===== config.mk =====
export PLATFORM = sky130hd
export DESIGN_NAME = dcls_sequencer
export DESIGN_NICKNAME = d
export VERILOG_FILES = /design/src/common/dcls_pkg.sv /design/src/rtl/dcls_sequencer.sv /design/src/rtl/dcls_tick_gen.sv /design/src/rtl/dcls_dtr_filter.sv
export VERILOG_INCLUDE_DIRS = /design/src /design/src/common
export SDC_FILE = /design/constraint.sdc
export NUM_CORES = 1
export LEC_CHECK = 0
export ABC_AREA = 0
export BUFFER_PORTS_ARGS = -buffer_cell sky130_fd_sc_hd__buf_4
export CAP_MARGIN = 20
export CORE_MARGIN = 2
export CORE_UTILIZATION = 60
export CTS_CLUSTER_DIAMETER = 80
export CTS_CLUSTER_SIZE = 30
export DETAILED_ROUTE_END_ITERATION = 16
export PLACE_DENSITY = 0.8
export SLEW_MARGIN = 0
export SYNTH_ARGS = -nofsm -noshare
export SYNTH_HDL_FRONTEND = slang
export SYNTH_SLANG_ARGS = --single-unit
export TNS_END_PERCENT = 20

===== constraint.sdc =====
create_clock -name sys_clk_i -period 3.65 [get_ports sys_clk_i]
set_input_delay 0.1825 -clock sys_clk_i [delete_from_list [all_inputs] [get_ports sys_clk_i]]
set_output_delay 0.1825 -clock sys_clk_i [all_outputs]
set_load 0.02 [all_outputs]

===== src/common/dcls_consts.svh =====
// Purpose: Constants for the control-lead sequencer: modes, timing and tick rates.
// Assumes: 200 MHz system clock; times are given in their own units and converted.
// Notes: Included by bare name; definitions only.
`ifndef DCLS_CONSTS_SVH
`define DCLS_CONSTS_SVH

`define DCLS_CLK_HZ 200000000
`define DCLS_MS_CYCLES (`DCLS_CLK_HZ / 1000)
`define DCLS_MODE_HOST_BASE 4'h8
`define DCLS_MODE_HOTLINE 4'h9
`define DCLS_MODE_FORCED 4'hA
`define DCLS_MODE_LEASED 4'hB
`define DCLS_MODE_TERM_BASE 4'hC
`define DCLS_MODE_TERM_HOT 4'hD
`define DCLS_MODE_TERM_FORCED 4'hE
`define DCLS_MODE_TERM_LEASED 4'hF
`define DCLS_RING_ON_MS 2000
`define DCLS_RING_OFF_MS 4000
`define DCLS_RELEASE_MS 100
`define DCLS_BUSY_MS 5000
`define DCLS_RETRY_MS 40000
`define DCLS_DROP_MS 200
`define DCLS_DEBOUNCE_TICKS 2
`define DCLS_CTRL_Z 8'h1A

`endif


===== src/common/dcls_pkg.sv =====
// Purpose: Types shared by the control-lead sequencer files.
// Assumes: Constants come from dcls_consts.svh.
// Notes: Nothing in here holds a number other than state codes.
package dcls_pkg;

  typedef enum logic [2:0] {
    ST_IDLE = 3'b000,
    ST_RINGING = 3'b001,
    ST_ANSWER = 3'b010,
    ST_CONNECTED = 3'b011,
    ST_DIALING = 3'b100,
    ST_RING_AGAIN = 3'b101,
    ST_DROP = 3'b110
  } dcls_state_t;

endpackage


===== src/rtl/dcls_sequencer.sv =====
// Purpose: Drives CTS, DSR, DCD and RI toward a host or terminal and watches DTR.
// Assumes: Call processing supplies incoming, answered, busy and release events as pulses.
// Notes: Modes below 8 are outside this block; leads then stay off.
`include "dcls_consts.svh"
`timescale 1ns/10ps
`default_nettype none
module dcls_sequencer #(
  parameter int MS_CYCLES = `DCLS_MS_CYCLES,
  parameter int RING_ON_MS = `DCLS_RING_ON_MS,
  parameter int RING_OFF_MS = `DCLS_RING_OFF_MS,
  parameter int RELEASE_MS = `DCLS_RELEASE_MS,
  parameter int BUSY_MS = `DCLS_BUSY_MS,
  parameter int RETRY_MS = `DCLS_RETRY_MS,
  parameter int DROP_MS = `DCLS_DROP_MS
) (
  input wire logic sys_clk_i,                 // System clock, 200 MHz.
  input wire logic resetn_i,                  // Asynchronous reset, active low.
  input wire logic [3:0] mode_i,              // Operating mode number.
  input wire logic busy_on_line_drop_option_i, // Make-set-busy on long DTR drop.
  input wire logic [2:0] baud_switch_i,       // Switches 6, 7 and 8.
  input wire logic dtr_i,                     // DTR pin from the DTE.
  input wire logic call_incoming_i,           // Pulse: incoming call offered.
  input wire logic protocol_ok_i,             // Pulse: data module exchange succeeded.
  input wire logic far_answer_i,              // Pulse: called unit answered.
  input wire logic far_busy_i,                // Pulse: called unit busy.
  input wire logic far_free_i,                // Pulse: ring-again unit now free.
  input wire logic call_released_i,           // Pulse: call released by the far end.
  input wire logic break_release_i,           // Pulse: long break or three short breaks.
  input wire logic dial_cmd_i,                // Pulse: dialing command received.
  input wire logic rx_char_valid_i,           // Pulse: command character received.
  input wire logic [7:0] rx_char_i,           // Received character.
  output logic cts_o,                         // Clear to send, high is ON.
  output logic dsr_o,                         // Data set ready, high is ON.
  output logic dcd_o,                         // Carrier detect, high is ON.
  output logic ri_o,                          // Ring indicator, high is ON.
  output logic answer_o,                      // Pulse: answer the incoming call.
  output logic originate_o,                   // Pulse: originate dialed call.
  output logic hotline_o,                     // Pulse: place hotline call.
  output logic ring_again_o,                  // Pulse: invoke ring-again.
  output logic release_o,                     // Pulse: release the call.
  output logic make_set_busy_o,               // Level: unit is made busy.
  output logic [2:0] hotline_baud_o,          // Baud code for hotline calls.
  output logic prompts_en_o,                  // Level: menus and prompts allowed.
  output logic echo_en_o,                     // Level: echo command characters.
  output logic cmd_accept_o,                  // Level: commands and autobaud allowed.
  output logic [2:0] state_o                  // Current sequencer state code.
);

  dcls_pkg::dcls_state_t state;
  dcls_pkg::dcls_state_t next_state;
  logic tick, dtr_f, dtr_prev, dtr_eff, dtr_watched;
  logic host_mode, term_mode, lead_keep_on, ri_mode;
  logic [15:0] ms_cnt, dtr_off_ms, retry_ms;
  logic ring_phase, drop_done, rel_long, idle_ctrl_z;

  // Mode range test used by the mode-group decode.
  function automatic logic in_range(input logic [3:0] m, input logic [3:0] lo, input logic [3:0] hi);
    in_range = (m >= lo) && (m <= hi);
  endfunction

  dcls_tick_gen #(.CYCLES(MS_CYCLES)) u_tick (
    .sys_clk_i(sys_clk_i),
    .resetn_i(resetn_i),
    .tick_o(tick)
  );

  dcls_dtr_filter #(.TICKS(`DCLS_DEBOUNCE_TICKS)) u_dtr (
    .sys_clk_i(sys_clk_i),
    .resetn_i(resetn_i),
    .tick_i(tick),
    .dtr_i(dtr_i),
    .dtr_o(dtr_f)
  );

  // Mode groups and the effective DTR level.
  always_comb begin
    host_mode = in_range(mode_i, `DCLS_MODE_HOST_BASE, `DCLS_MODE_LEASED);
    term_mode = in_range(mode_i, `DCLS_MODE_TERM_BASE, `DCLS_MODE_TERM_LEASED);
    dtr_watched = mode_i != `DCLS_MODE_TERM_FORCED;
    dtr_eff = (mode_i == `DCLS_MODE_FORCED || mode_i == `DCLS_MODE_TERM_FORCED) ? 1'b1 : dtr_f;
    lead_keep_on = term_mode;
    ri_mode = host_mode || (term_mode && mode_i != `DCLS_MODE_TERM_FORCED);
    rel_long = dtr_off_ms > 16'(RELEASE_MS);
    idle_ctrl_z = rx_char_valid_i && rx_char_i == `DCLS_CTRL_Z && state == dcls_pkg::ST_IDLE && term_mode;
  end

  // Host modes stay silent; terminal modes prompt and echo.
  always_comb begin
    prompts_en_o = term_mode;
    echo_en_o = term_mode;
    cmd_accept_o = (host_mode || term_mode) && (dtr_eff || !dtr_watched);
    hotline_baud_o = (mode_i == `DCLS_MODE_LEASED) ? baud_switch_i : 3'h0;
    state_o = state;
  end

  // Track the previous filtered DTR level for edge detection.
  always_ff @(posedge sys_clk_i or negedge resetn_i) begin
    if (!resetn_i) begin
      dtr_prev <= 1'b0;
    end else begin
      dtr_prev <= dtr_f;
    end
  end

  // Measure how long DTR has been off, in milliseconds.
  always_ff @(posedge sys_clk_i or negedge resetn_i) begin
    if (!resetn_i) begin
      dtr_off_ms <= 16'h0;
    end else if (dtr_f) begin
      dtr_off_ms <= 16'h0;
    end else if (tick && dtr_off_ms != 16'hFFFF) begin
      dtr_off_ms <= dtr_off_ms + 16'h1;
    end
  end

  // Make-set-busy once DTR stays off past the busy time with the option set, except in modes 10 and 14.
  always_ff @(posedge sys_clk_i or negedge resetn_i) begin
    if (!resetn_i) begin
      make_set_busy_o <= 1'b0;
    end else begin
      make_set_busy_o <= busy_on_line_drop_option_i && dtr_watched && (host_mode || term_mode)
                         && mode_i != `DCLS_MODE_FORCED && dtr_off_ms > 16'(BUSY_MS);
    end
  end

  // Shared millisecond counter for ringing cadence and the drop pulse.
  always_ff @(posedge sys_clk_i or negedge resetn_i) begin
    if (!resetn_i) begin
      ms_cnt <= 16'h0;
      ring_phase <= 1'b0;
    end else if (state != next_state) begin
      ms_cnt <= 16'h0;
      ring_phase <= 1'b1;
    end else if (tick) begin
      if (state == dcls_pkg::ST_RINGING && ring_phase && ms_cnt == 16'(RING_ON_MS - 1)) begin
        ms_cnt <= 16'h0;
        ring_phase <= 1'b0;
      end else if (state == dcls_pkg::ST_RINGING && !ring_phase && ms_cnt == 16'(RING_OFF_MS - 1)) begin
        ms_cnt <= 16'h0;
        ring_phase <= 1'b1;
      end else begin
        ms_cnt <= ms_cnt + 16'h1;
      end
    end
  end

  assign drop_done = tick && ms_cnt == 16'(DROP_MS - 1);

  // Hotline retry timer, running whenever the sequencer is in the dialing state.
  always_ff @(posedge sys_clk_i or negedge resetn_i) begin
    if (!resetn_i) begin
      retry_ms <= 16'h0;
    end else if (state != dcls_pkg::ST_DIALING) begin
      retry_ms <= 16'h0;
    end else if (tick) begin
      retry_ms <= (retry_ms == 16'(RETRY_MS - 1)) ? 16'h0 : retry_ms + 16'h1;
    end
  end

  // Next-state selection for the call sequence.
  always_comb begin
    logic leased;
    logic can_go;
    leased = mode_i == `DCLS_MODE_LEASED || mode_i == `DCLS_MODE_TERM_LEASED;
    can_go = host_mode || term_mode;
    next_state = state;
    unique case (state)
      dcls_pkg::ST_IDLE: begin
        if (!can_go) begin
          next_state = dcls_pkg::ST_IDLE;
        end else if (call_incoming_i) begin
          next_state = dtr_eff ? dcls_pkg::ST_ANSWER : dcls_pkg::ST_RINGING;
        end else if (leased && dtr_f) begin
          next_state = dcls_pkg::ST_DIALING;
        end else if ((mode_i == `DCLS_MODE_HOTLINE || mode_i == `DCLS_MODE_TERM_HOT) && dtr_f && !dtr_prev) begin
          next_state = dcls_pkg::ST_DIALING;
        end else if (dial_cmd_i && cmd_accept_o) begin
          next_state = dcls_pkg::ST_DIALING;
        end else if (idle_ctrl_z && mode_i == `DCLS_MODE_TERM_BASE) begin
          next_state = dcls_pkg::ST_DROP;
        end
      end
      dcls_pkg::ST_RINGING: begin
        if (call_released_i) begin
          next_state = dcls_pkg::ST_IDLE;
        end else if (dtr_eff) begin
          next_state = dcls_pkg::ST_ANSWER;
        end
      end
      dcls_pkg::ST_ANSWER: begin
        if (call_released_i) begin
          next_state = term_mode ? dcls_pkg::ST_DROP : dcls_pkg::ST_IDLE;
        end else if (protocol_ok_i) begin
          next_state = dcls_pkg::ST_CONNECTED;
        end
      end
      dcls_pkg::ST_DIALING: begin
        if (leased && !dtr_f) begin
          next_state = dcls_pkg::ST_IDLE;
        end else if (far_busy_i && leased) begin
          next_state = dcls_pkg::ST_RING_AGAIN;
        end else if (far_answer_i || (!leased && protocol_ok_i)) begin
          next_state = dcls_pkg::ST_CONNECTED;
        end else if (call_released_i && !leased) begin
          next_state = dcls_pkg::ST_IDLE;
        end
      end
      dcls_pkg::ST_RING_AGAIN: begin
        if (!dtr_f) begin
          next_state = dcls_pkg::ST_IDLE;
        end else if (far_free_i) begin
          next_state = dcls_pkg::ST_CONNECTED;
        end
      end
      dcls_pkg::ST_CONNECTED: begin
        if (call_released_i || break_release_i || (dtr_watched && mode_i != `DCLS_MODE_FORCED && rel_long)) begin
          next_state = term_mode ? dcls_pkg::ST_DROP : dcls_pkg::ST_IDLE;
        end
      end
      dcls_pkg::ST_DROP: begin
        if (drop_done) begin
          next_state = dcls_pkg::ST_IDLE;
        end
      end
      default: next_state = dcls_pkg::ST_IDLE;
    endcase
  end

  // State register.
  always_ff @(posedge sys_clk_i or negedge resetn_i) begin
    if (!resetn_i) begin
      state <= dcls_pkg::ST_IDLE;
    end else begin
      state <= next_state;
    end
  end

  // Call-processing strobes issued on state entry or on retry expiry.
  always_ff @(posedge sys_clk_i or negedge resetn_i) begin
    if (!resetn_i) begin
      answer_o <= 1'b0;
      originate_o <= 1'b0;
      hotline_o <= 1'b0;
      ring_again_o <= 1'b0;
      release_o <= 1'b0;
    end else begin
      answer_o <= state != dcls_pkg::ST_ANSWER && next_state == dcls_pkg::ST_ANSWER;
      originate_o <= state == dcls_pkg::ST_IDLE && next_state == dcls_pkg::ST_DIALING && dial_cmd_i;
      hotline_o <= (state == dcls_pkg::ST_IDLE && next_state == dcls_pkg::ST_DIALING && !dial_cmd_i)
                   || (state == dcls_pkg::ST_DIALING && next_state == dcls_pkg::ST_DIALING
                       && tick && retry_ms == 16'(RETRY_MS - 1));
      ring_again_o <= state == dcls_pkg::ST_DIALING && next_state == dcls_pkg::ST_RING_AGAIN;
      release_o <= state == dcls_pkg::ST_CONNECTED && next_state != dcls_pkg::ST_CONNECTED
                   && !call_released_i;
    end
  end

  // Control leads: host modes on only when connected, mode 12 on except in drop.
  always_ff @(posedge sys_clk_i or negedge resetn_i) begin
    if (!resetn_i) begin
      cts_o <= 1'b0;
      dsr_o <= 1'b0;
      dcd_o <= 1'b0;
      ri_o <= 1'b0;
    end else begin
      if (mode_i == `DCLS_MODE_TERM_BASE) begin
        cts_o <= next_state != dcls_pkg::ST_DROP;
        dsr_o <= next_state != dcls_pkg::ST_DROP;
        dcd_o <= next_state != dcls_pkg::ST_DROP;
      end else begin
        cts_o <= (host_mode || lead_keep_on) && next_state == dcls_pkg::ST_CONNECTED;
        dsr_o <= (host_mode || lead_keep_on) && next_state == dcls_pkg::ST_CONNECTED;
        dcd_o <= (host_mode || lead_keep_on) && next_state == dcls_pkg::ST_CONNECTED;
      end
      ri_o <= ri_mode && next_state == dcls_pkg::ST_RINGING
              && (state != dcls_pkg::ST_RINGING || ring_phase);
    end
  end

endmodule
`default_nettype wire


===== src/rtl/dcls_tick_gen.sv =====
// Purpose: Produces a one-cycle millisecond enable pulse from the system clock.
// Assumes: CYCLES is the number of system clocks in one millisecond.
// Notes: All slow timers in the sequencer count these pulses.
`timescale 1ns/10ps
`default_nettype none
module dcls_tick_gen #(
  parameter int CYCLES = 200000
) (
  input wire logic sys_clk_i,  // System clock.
  input wire logic resetn_i,   // Asynchronous reset, active low.
  output logic tick_o          // One-cycle pulse each period.
);

  logic [31:0] count;

  // Count system clocks and pulse at the end of each period.
  always_ff @(posedge sys_clk_i or negedge resetn_i) begin
    if (!resetn_i) begin
      count <= 32'h0;
      tick_o <= 1'b0;
    end else if (count == 32'(CYCLES - 1)) begin
      count <= 32'h0;
      tick_o <= 1'b1;
    end else begin
      count <= count + 32'h1;
      tick_o <= 1'b0;
    end
  end

endmodule
`default_nettype wire


===== src/rtl/dcls_dtr_filter.sv =====
// Purpose: Synchronises the DTR pin and debounces it on millisecond ticks.
// Assumes: dtr_i is asynchronous to sys_clk_i.
// Notes: A change counts only after the second and third stages agree and stays stable.
`timescale 1ns/10ps
`default_nettype none
module dcls_dtr_filter #(
  parameter int TICKS = 2
) (
  input wire logic sys_clk_i,  // System clock.
  input wire logic resetn_i,   // Asynchronous reset, active low.
  input wire logic tick_i,     // Millisecond enable.
  input wire logic dtr_i,      // Raw DTR pin, high is ON.
  output logic dtr_o           // Filtered DTR level.
);

  logic s1, s2, s3;
  logic [7:0] stable;

  // Three-stage synchroniser; only stages two and three are compared.
  always_ff @(posedge sys_clk_i or negedge resetn_i) begin
    if (!resetn_i) begin
      s1 <= 1'b0;
      s2 <= 1'b0;
      s3 <= 1'b0;
    end else begin
      s1 <= dtr_i;
      s2 <= s1;
      s3 <= s2;
    end
  end

  // Accept a new level only after it has held for TICKS milliseconds.
  always_ff @(posedge sys_clk_i or negedge resetn_i) begin
    if (!resetn_i) begin
      stable <= 8'h0;
      dtr_o <= 1'b0;
    end else if (s2 != s3 || s3 == dtr_o) begin
      stable <= 8'h0;
    end else if (tick_i) begin
      if (stable == 8'(TICKS - 1)) begin
        dtr_o <= s3;
        stable <= 8'h0;
      end else begin
        stable <= stable + 8'h1;
      end
    end
  end

endmodule
`default_nettype wire


After elaboration in Yosys (flattened, before gate mapping)
Index checks and enable logic that the tools add are counted.
{"block": "word_totals", "in_bits": 28, "output_inout_bits": 19, "ff_bits": 106, "wordCells": 179}
{"block": "op_classes", "order_cmp": 6, "muxes": 42, "n_bitwise": 1, "n_eq_ne": 36, "reduce_logical": 68, "n_addsub": 5}
{"cell": "$mux 16", "count": 9}
{"cell": "$mux 3", "count": 20}
{"cell": "$add 16x1->16 const B", "count": 3}
{"cell": "$logic_and 1x1->1", "count": 41}
{"cell": "$add 32x1->32 const B", "count": 1}
{"cell": "$eq 32x18->1 const B", "count": 1}
{"cell": "$mux 32", "count": 1}
{"cell": "$eq 4x4->1 const B", "count": 7}
{"cell": "$mux 8", "count": 3}
{"cell": "$pmux 3 s7", "count": 1}
{"cell": "$eq 16x11->1 const B", "count": 1}
{"cell": "$eq 16x12->1 const B", "count": 1}
{"cell": "$eq 16x16->1 const B", "count": 1}
{"cell": "$eq 16x8->1 const B", "count": 1}
{"cell": "$gt 16x13->1 const B", "count": 1}
{"cell": "$gt 16x7->1 const B", "count": 1}
{"cell": "$ne 16x16->1 const B", "count": 1}
{"cell": "$eq 3x3->1 const B", "count": 5}
{"cell": "$eq 3x2->1 const B", "count": 4}
{"cell": "$logic_or 1x1->1", "count": 12}
{"cell": "$add 8x1->8 const B", "count": 1}
{"cell": "$eq 8x1->1 const B", "count": 1}
{"cell": "$eq 8x5->1 const B", "count": 1}
{"cell": "$ge 4x4->1 const B", "count": 2}
{"cell": "other kinds (18)", "count": 38}

Depth between registers and ports, before layout
{"block": "logic_depth", "word_depth": 17, "depth_mapped": 12, "ltp_nobuf": 11}

Modules after synthesis
A second synthesis with hierarchy kept.
{"block": "hier_totals", "cells_unflattened": 616, "hier_area_um2": 5855.6}
{"module": "dcls_sequencer", "seq_area_each_um2": 1526.5, "area_each_um2": 3669.8, "cells_each": 415, "n_inst": 1}
{"module": "dcls_tick_gen", "seq_area_each_um2": 825.8, "area_each_um2": 1564.0, "cells_each": 145, "n_inst": 1}
{"module": "dcls_dtr_filter", "seq_area_each_um2": 300.3, "area_each_um2": 621.8, "cells_each": 56, "n_inst": 1}

Worst setup path before layout
OpenSTA, ideal clock, no wires.
{"block": "synth_timing", "path_type": "flip-flop to flip-flop", "startpoint": "register dtr_off_ms[8]", "endpoint": "register ms_cnt[8]", "required_ns": 3.571, "path_slack_ns": 1.067, "t_arrival_ns": 2.504, "period_less_slack_ns": 2.583, "setup_time_ns": 0.079, "stages_incl_launch_ff": 12, "n_path_buf": 2, "cell_sequence": "dfrtp_1 > buf_6 > or4_4 > nor3_2 > a31oi_1 > a211o_1 > nor3_4 > inv_2 > o2111a_2 > buf_6 > a21oi_2 > mux2i_1"}
{"block": "synth_between", "elab_chain_cells": 7, "elab_cells_between_ends": 8, "classes_between": "1 x order compare; 1 x eq/ne; 3 x mux; 3 x reduce/logical"}
{"element": "start: declaration", "line_no": "dcls_sequencer.sv:53", "text": "logic [15:0] ms_cnt, dtr_off_ms, retry_ms;"}
{"element": "start signal: assignment", "line_no": "dcls_sequencer.sv:112", "text": "dtr_off_ms <= dtr_off_ms + 16'h1;"}
{"element": "$gt 16x7->1 *", "line_no": "dcls_sequencer.sv:83", "text": "rel_long = dtr_off_ms > 16'(RELEASE_MS);"}
{"element": "$logic_and 1x1->1 *", "line_no": "dcls_sequencer.sv:216", "text": "if (call_released_i || break_release_i || (dtr_watched && mode_i != `DCLS_MODE_FORCED && rel_long)) begin"}
{"element": "$logic_or 1x1->1 *", "line_no": "dcls_sequencer.sv:216"}
{"element": "$mux 3 *", "line_no": "dcls_sequencer.sv:216"}
{"element": "$pmux 3 s7 *", "line_no": "dcls_sequencer.sv:167", "text": "unique case (state)"}
{"element": "named net next_state[2]", "line_no": "dcls_sequencer.sv:50", "text": "dcls_pkg::dcls_state_t next_state;"}
{"element": "$ne 3x3->1 *", "line_no": "dcls_sequencer.sv:131", "text": "end else if (state != next_state) begin"}
{"element": "$mux 16 / $reduce_bool 2->1 (equally long branches)"}
{"element": "end signal: assignment", "line_no": "dcls_sequencer.sv:142", "text": "ms_cnt <= ms_cnt + 16'h1;"}
{"element": "end: declaration", "line_no": "dcls_sequencer.sv:53"}
Mark *: on every way through the listed nets, which the timed path passes. The rest lies on a longest branch.
A chain may end at the register's enable or synchronous reset.

Worst setup path after layout
{"block": "layout_timing", "startpoint": "register state[2], in the netlist state_o[2]", "endpoint": "register ms_cnt[7]"}
{"block": "layout_between", "elab_chain_cells": 13, "elab_cells_between_ends": 39, "classes_between": "7 x eq/ne; 23 x mux; 9 x reduce/logical"}
{"element": "start: declaration", "line_no": "dcls_sequencer.sv:49", "text": "dcls_pkg::dcls_state_t state;"}
{"element": "start signal: assignment", "line_no": "dcls_sequencer.sv:232", "text": "state <= dcls_pkg::ST_IDLE;"}
{"element": "start signal: assignment", "line_no": "dcls_sequencer.sv:234", "text": "state <= next_state;"}
{"element": "$logic_not 3->1", "line_no": "dcls_sequencer.sv:84, dcls_sequencer.sv:167"}
{"element": "$logic_and 1x1->1 (2 in a row)", "line_no": "dcls_sequencer.sv:84", "text": "idle_ctrl_z = rx_char_valid_i && rx_char_i == `DCLS_CTRL_Z && state == dcls_pkg::ST_IDLE && term_mode;"}
{"element": "$logic_and 1x1->1 (no source line)"}
{"element": "$mux 3", "line_no": "dcls_sequencer.sv:179", "text": "end else if (idle_ctrl_z && mode_i == `DCLS_MODE_TERM_BASE) begin"}
{"element": "$mux 3", "line_no": "dcls_sequencer.sv:177", "text": "end else if (dial_cmd_i && cmd_accept_o) begin"}
{"element": "$mux 3", "line_no": "dcls_sequencer.sv:175", "text": "end else if ((mode_i == `DCLS_MODE_HOTLINE || mode_i == `DCLS_MODE_TERM_HOT) && dtr_f && !dtr_prev) begin"}
{"element": "$mux 3", "line_no": "dcls_sequencer.sv:173", "text": "end else if (leased && dtr_f) begin"}
{"element": "$mux 3", "line_no": "dcls_sequencer.sv:171", "text": "end else if (call_incoming_i) begin"}
{"element": "$mux 3", "line_no": "dcls_sequencer.sv:169", "text": "if (!can_go) begin"}
{"element": "$pmux 3 s7 *", "line_no": "dcls_sequencer.sv:167"}
{"element": "named net next_state[0]", "line_no": "dcls_sequencer.sv:50"}
{"element": "$ne 3x3->1 *", "line_no": "dcls_sequencer.sv:131"}
{"element": "$mux 16 / $reduce_bool 2->1 (equally long branches)"}
Mark *: on every way through the listed nets, which the timed path passes. The rest lies on a longest branch. The select of a mux whose other input is x is not followed.

==> reports/results.ini <==
[synthesis]
seq_area_frac_synth_pct=46.3
yosysUniqueCellTypes=64
ys_async_sr_fraction_pct=100
synth_area_leaders=dfrtp_1 46%, xor2_1 5.5%, nor2_1 4.6%, nand2_1 3.9%, nand3_1 3.8%
yosysMostFrequentCell=dfrtp_1
syn-mean-instance-area_um2=9.20
syn_nets=657
ys_seq_elements=106
yosys.area.top_type_share_pct=46.3
syn_area_um2=5730
ys.flop_type=dfrtp_1
synth_edf_count=0
yosys_warnings=0
syn-instance-count=622
ys_top_cells_by_count=106 x dfrtp_1, 70 x nor2_1, 60 x nand2_1
synth_top_cell_by_area=dfrtp_1

[place]
portBuffers=46
dp_hpwl_um=8710
dp.cells=773
dp_slack_ns=0.671
gp_congestion=0.977

[timing]
fin_skew_ns=0.0156
finalWorstSetupSlack_ns=0.595
setup_tns_ns=0
clock.fmax_mhz=327
drv_slew=0
rsz0062_at_grt=no
timing.final.crit_share_pct=83.7
period_needed_ns=3.06
tightest_slew_ns=1.07
setup-violations-final=0
hold_viol=0
slew-limit-headroom_pct=27.9

[clock_tree]
htree_levels=3
clk_pin_slew_worst_paths_ns=0.10
post_cts_resized=0
cts_root_buffer=clkbuf_8
cts_tree=built
cts_buffers=9
ctsLongestPathBuffers=2
clk_latency_ns=0.36
clkSinkCount=106

[grt]
grt_pass1_wl_um=20300
grt_usage_pct=24.5
grt_max_degree=69
grt_pass1_vias=4353
overflow=0
antenna_found_initial=0

[die]
start_util_pct=62.0
die_y_um=102
fp.dieW_um=102
ios=47
row_count=35
die_area_um2=10300
coreArea_um2=9240

[power]
clockPowerShare_pct=28.6
combPwrFrac_pct=22.6
power.density_nw_per_um2=403
p_leak_nw=2.75
power.net_switching_uw=828
p_int_mw=1.73
irDropWorstVdd_v=0.000228
p_sw_share_pct=32.4
seqPwrFrac_pct=48.8

[detailed_routing]
routedWlPerCell_um=15.3
via_per_inst=5.92
drc=0
drt_iter0_markers=250
drt_first_pass_iters=4
wirelength_um=12100
vias=4674
drtAntennaViolNets=0

[worst_setup_path]
crit_arrival_ns=3.34
worst_ep_required_time_ns=3.94
worst_setup_path_start_kind=register
end_kind=register
r2r_setup_slack_ns=0.59
crit_fanout=25
path_class=register to register

[layout]
drive_gt1_share_pct=12.4
diodes=0
fin_cells=790
fillers=744
area_growth_pct=10.9
fin_util_pct=68.7
fin_nets=692

[flow_run]
max_cap_viol_count=0

[run_status]
status=completed

[min_path]
hold_class=primary input to register

[cell usage in the layout, fill, tap and decap left out, types with 9 or more instances in the layout]
master      n
xnor2_1    23
nand2_1    60
xor2_1     36
inv_1       9
nor3_1     20
nand3b_1   10
nand3_1    43
nor2_1     70
buf_4      51
dfrtp_1   106
nor4_1     10
nand2b_1    9
nand4_1    22
and3_1     20
o21ai_0    29
a21oi_1    20
clkbuf_8    9
[flip-flops by register name, indices dropped and copies added (netlist names), 3 cells and up]
| name | cells |
|---|---|
| ms_cnt | 16 |
| state_o | 3 |
| u_tick.count | 32 |
| dtr_off_ms | 16 |
| retry_ms | 16 |
| u_dtr.stable | 8 |
[power groups by stage]
| stage | logic (mW) | clock network (mW) | registers, mW |
|---|---|---|---|
| global route | 0.645 | 0.802 | 1.25 |
| finish | 0.578 | 0.730 | 1.25 |
| global placement | 0.554 | 0 | 1.27 |
| floorplan | 0.425 | 0 | 1.27 |
| CTS | 0.577 | 0.751 | 1.25 |
| detailed placement | 0.570 | 0 | 1.27 |
[per-layer routing]
layer | part of all wire [%] | up-vias | global-route usage (%) | wire, µm
li1 | - | 2273 | - | -
met1 | 47 | 2244 | 34.8 | 5710
met2 | 46 | 145 | 39.4 | 5560
met3 | 5.7 | 12 | 4.00 | 689
met4 | 1.1 | 0 | 6.65 | 127
met5 | 0 | - | 0 | 0
[path summary, 6_finish.rpt]
check	start	end	cells after the start
setup / recovery	state_o[2]$_DFF_PN0_	ms_cnt[7]$_DFFE_PN0P_	8
hold / removal	call_released_i	release_o$_DFF_PN0_	2
setup reg to reg	state_o[2]$_DFF_PN0_	ms_cnt[7]$_DFFE_PN0P_	8
hold reg to reg	u_dtr.s1$_DFF_PN0_	u_dtr.s2$_DFF_PN0_	0
max in group asynchronous	resetn_i	ms_cnt[14]$_DFFE_PN0P_	3
min in group asynchronous	resetn_i	dtr_off_ms[13]$_DFFE_PN0P_	2
[cell families after synthesis]
logic type               Yosys count  synth area share (%)
XOR/XNOR                          59                  9.03
flip-flops                       106                  46.3
AO/OA/AOI/OAI                     89                  9.97
AND/OR/NAND/NOR                  314                  28.7
multiplexers                       8                  1.42
adder cells (fa/ha/maj)            7                  1.53
buffers and inverters             39                  3.04
[timing repair]
item                      in CTS  in global routing
buffers inserted               0                  0
hold endpoints to repair      67                  0
hold buffers                   2                  0
[through the flow]
step	power (mW)	hold slack [ns]	instance area (µm²)
2_1_floorplan	1.70	-0.113	5730
3_3_place_gp	1.82	0.294	6130
3_5_place_dp	1.84	0.295	6130
4_1_cts	2.58	0.0469	6350
5_1_grt	2.70	0.0549	6350
6_report	2.56	0.0732	6350
[layout make-up]
| class | instances | area (µm²) | area share [%] |
|---|---|---|---|
| Clock inverter | 6 | 73.8 | 1.16 |
| Timing Repair Buffer | 53 | 403 | 6.34 |
| Tap cell | 129 | 161 | 2.54 |
| Sequential cell | 106 | 2650 | 41.8 |
| Clock buffer | 9 | 124 | 1.95 |
| Multi-Input combinational cell | 477 | 2900 | 45.6 |
| Inverter | 10 | 37.5 | 0.591 |
[critical path: stages, from the launching register on]
cell and delay (ns):
dfrtp_1 0.61, or3b_2 0.60, a311oi_1 0.30, a211oi_1 0.11, o211ai_1 0.25, xnor2_1 0.18, o2111a_2 0.51, nand2_1 0.24
nor2_1 0.18
Power figures use the tool's default switching activity.
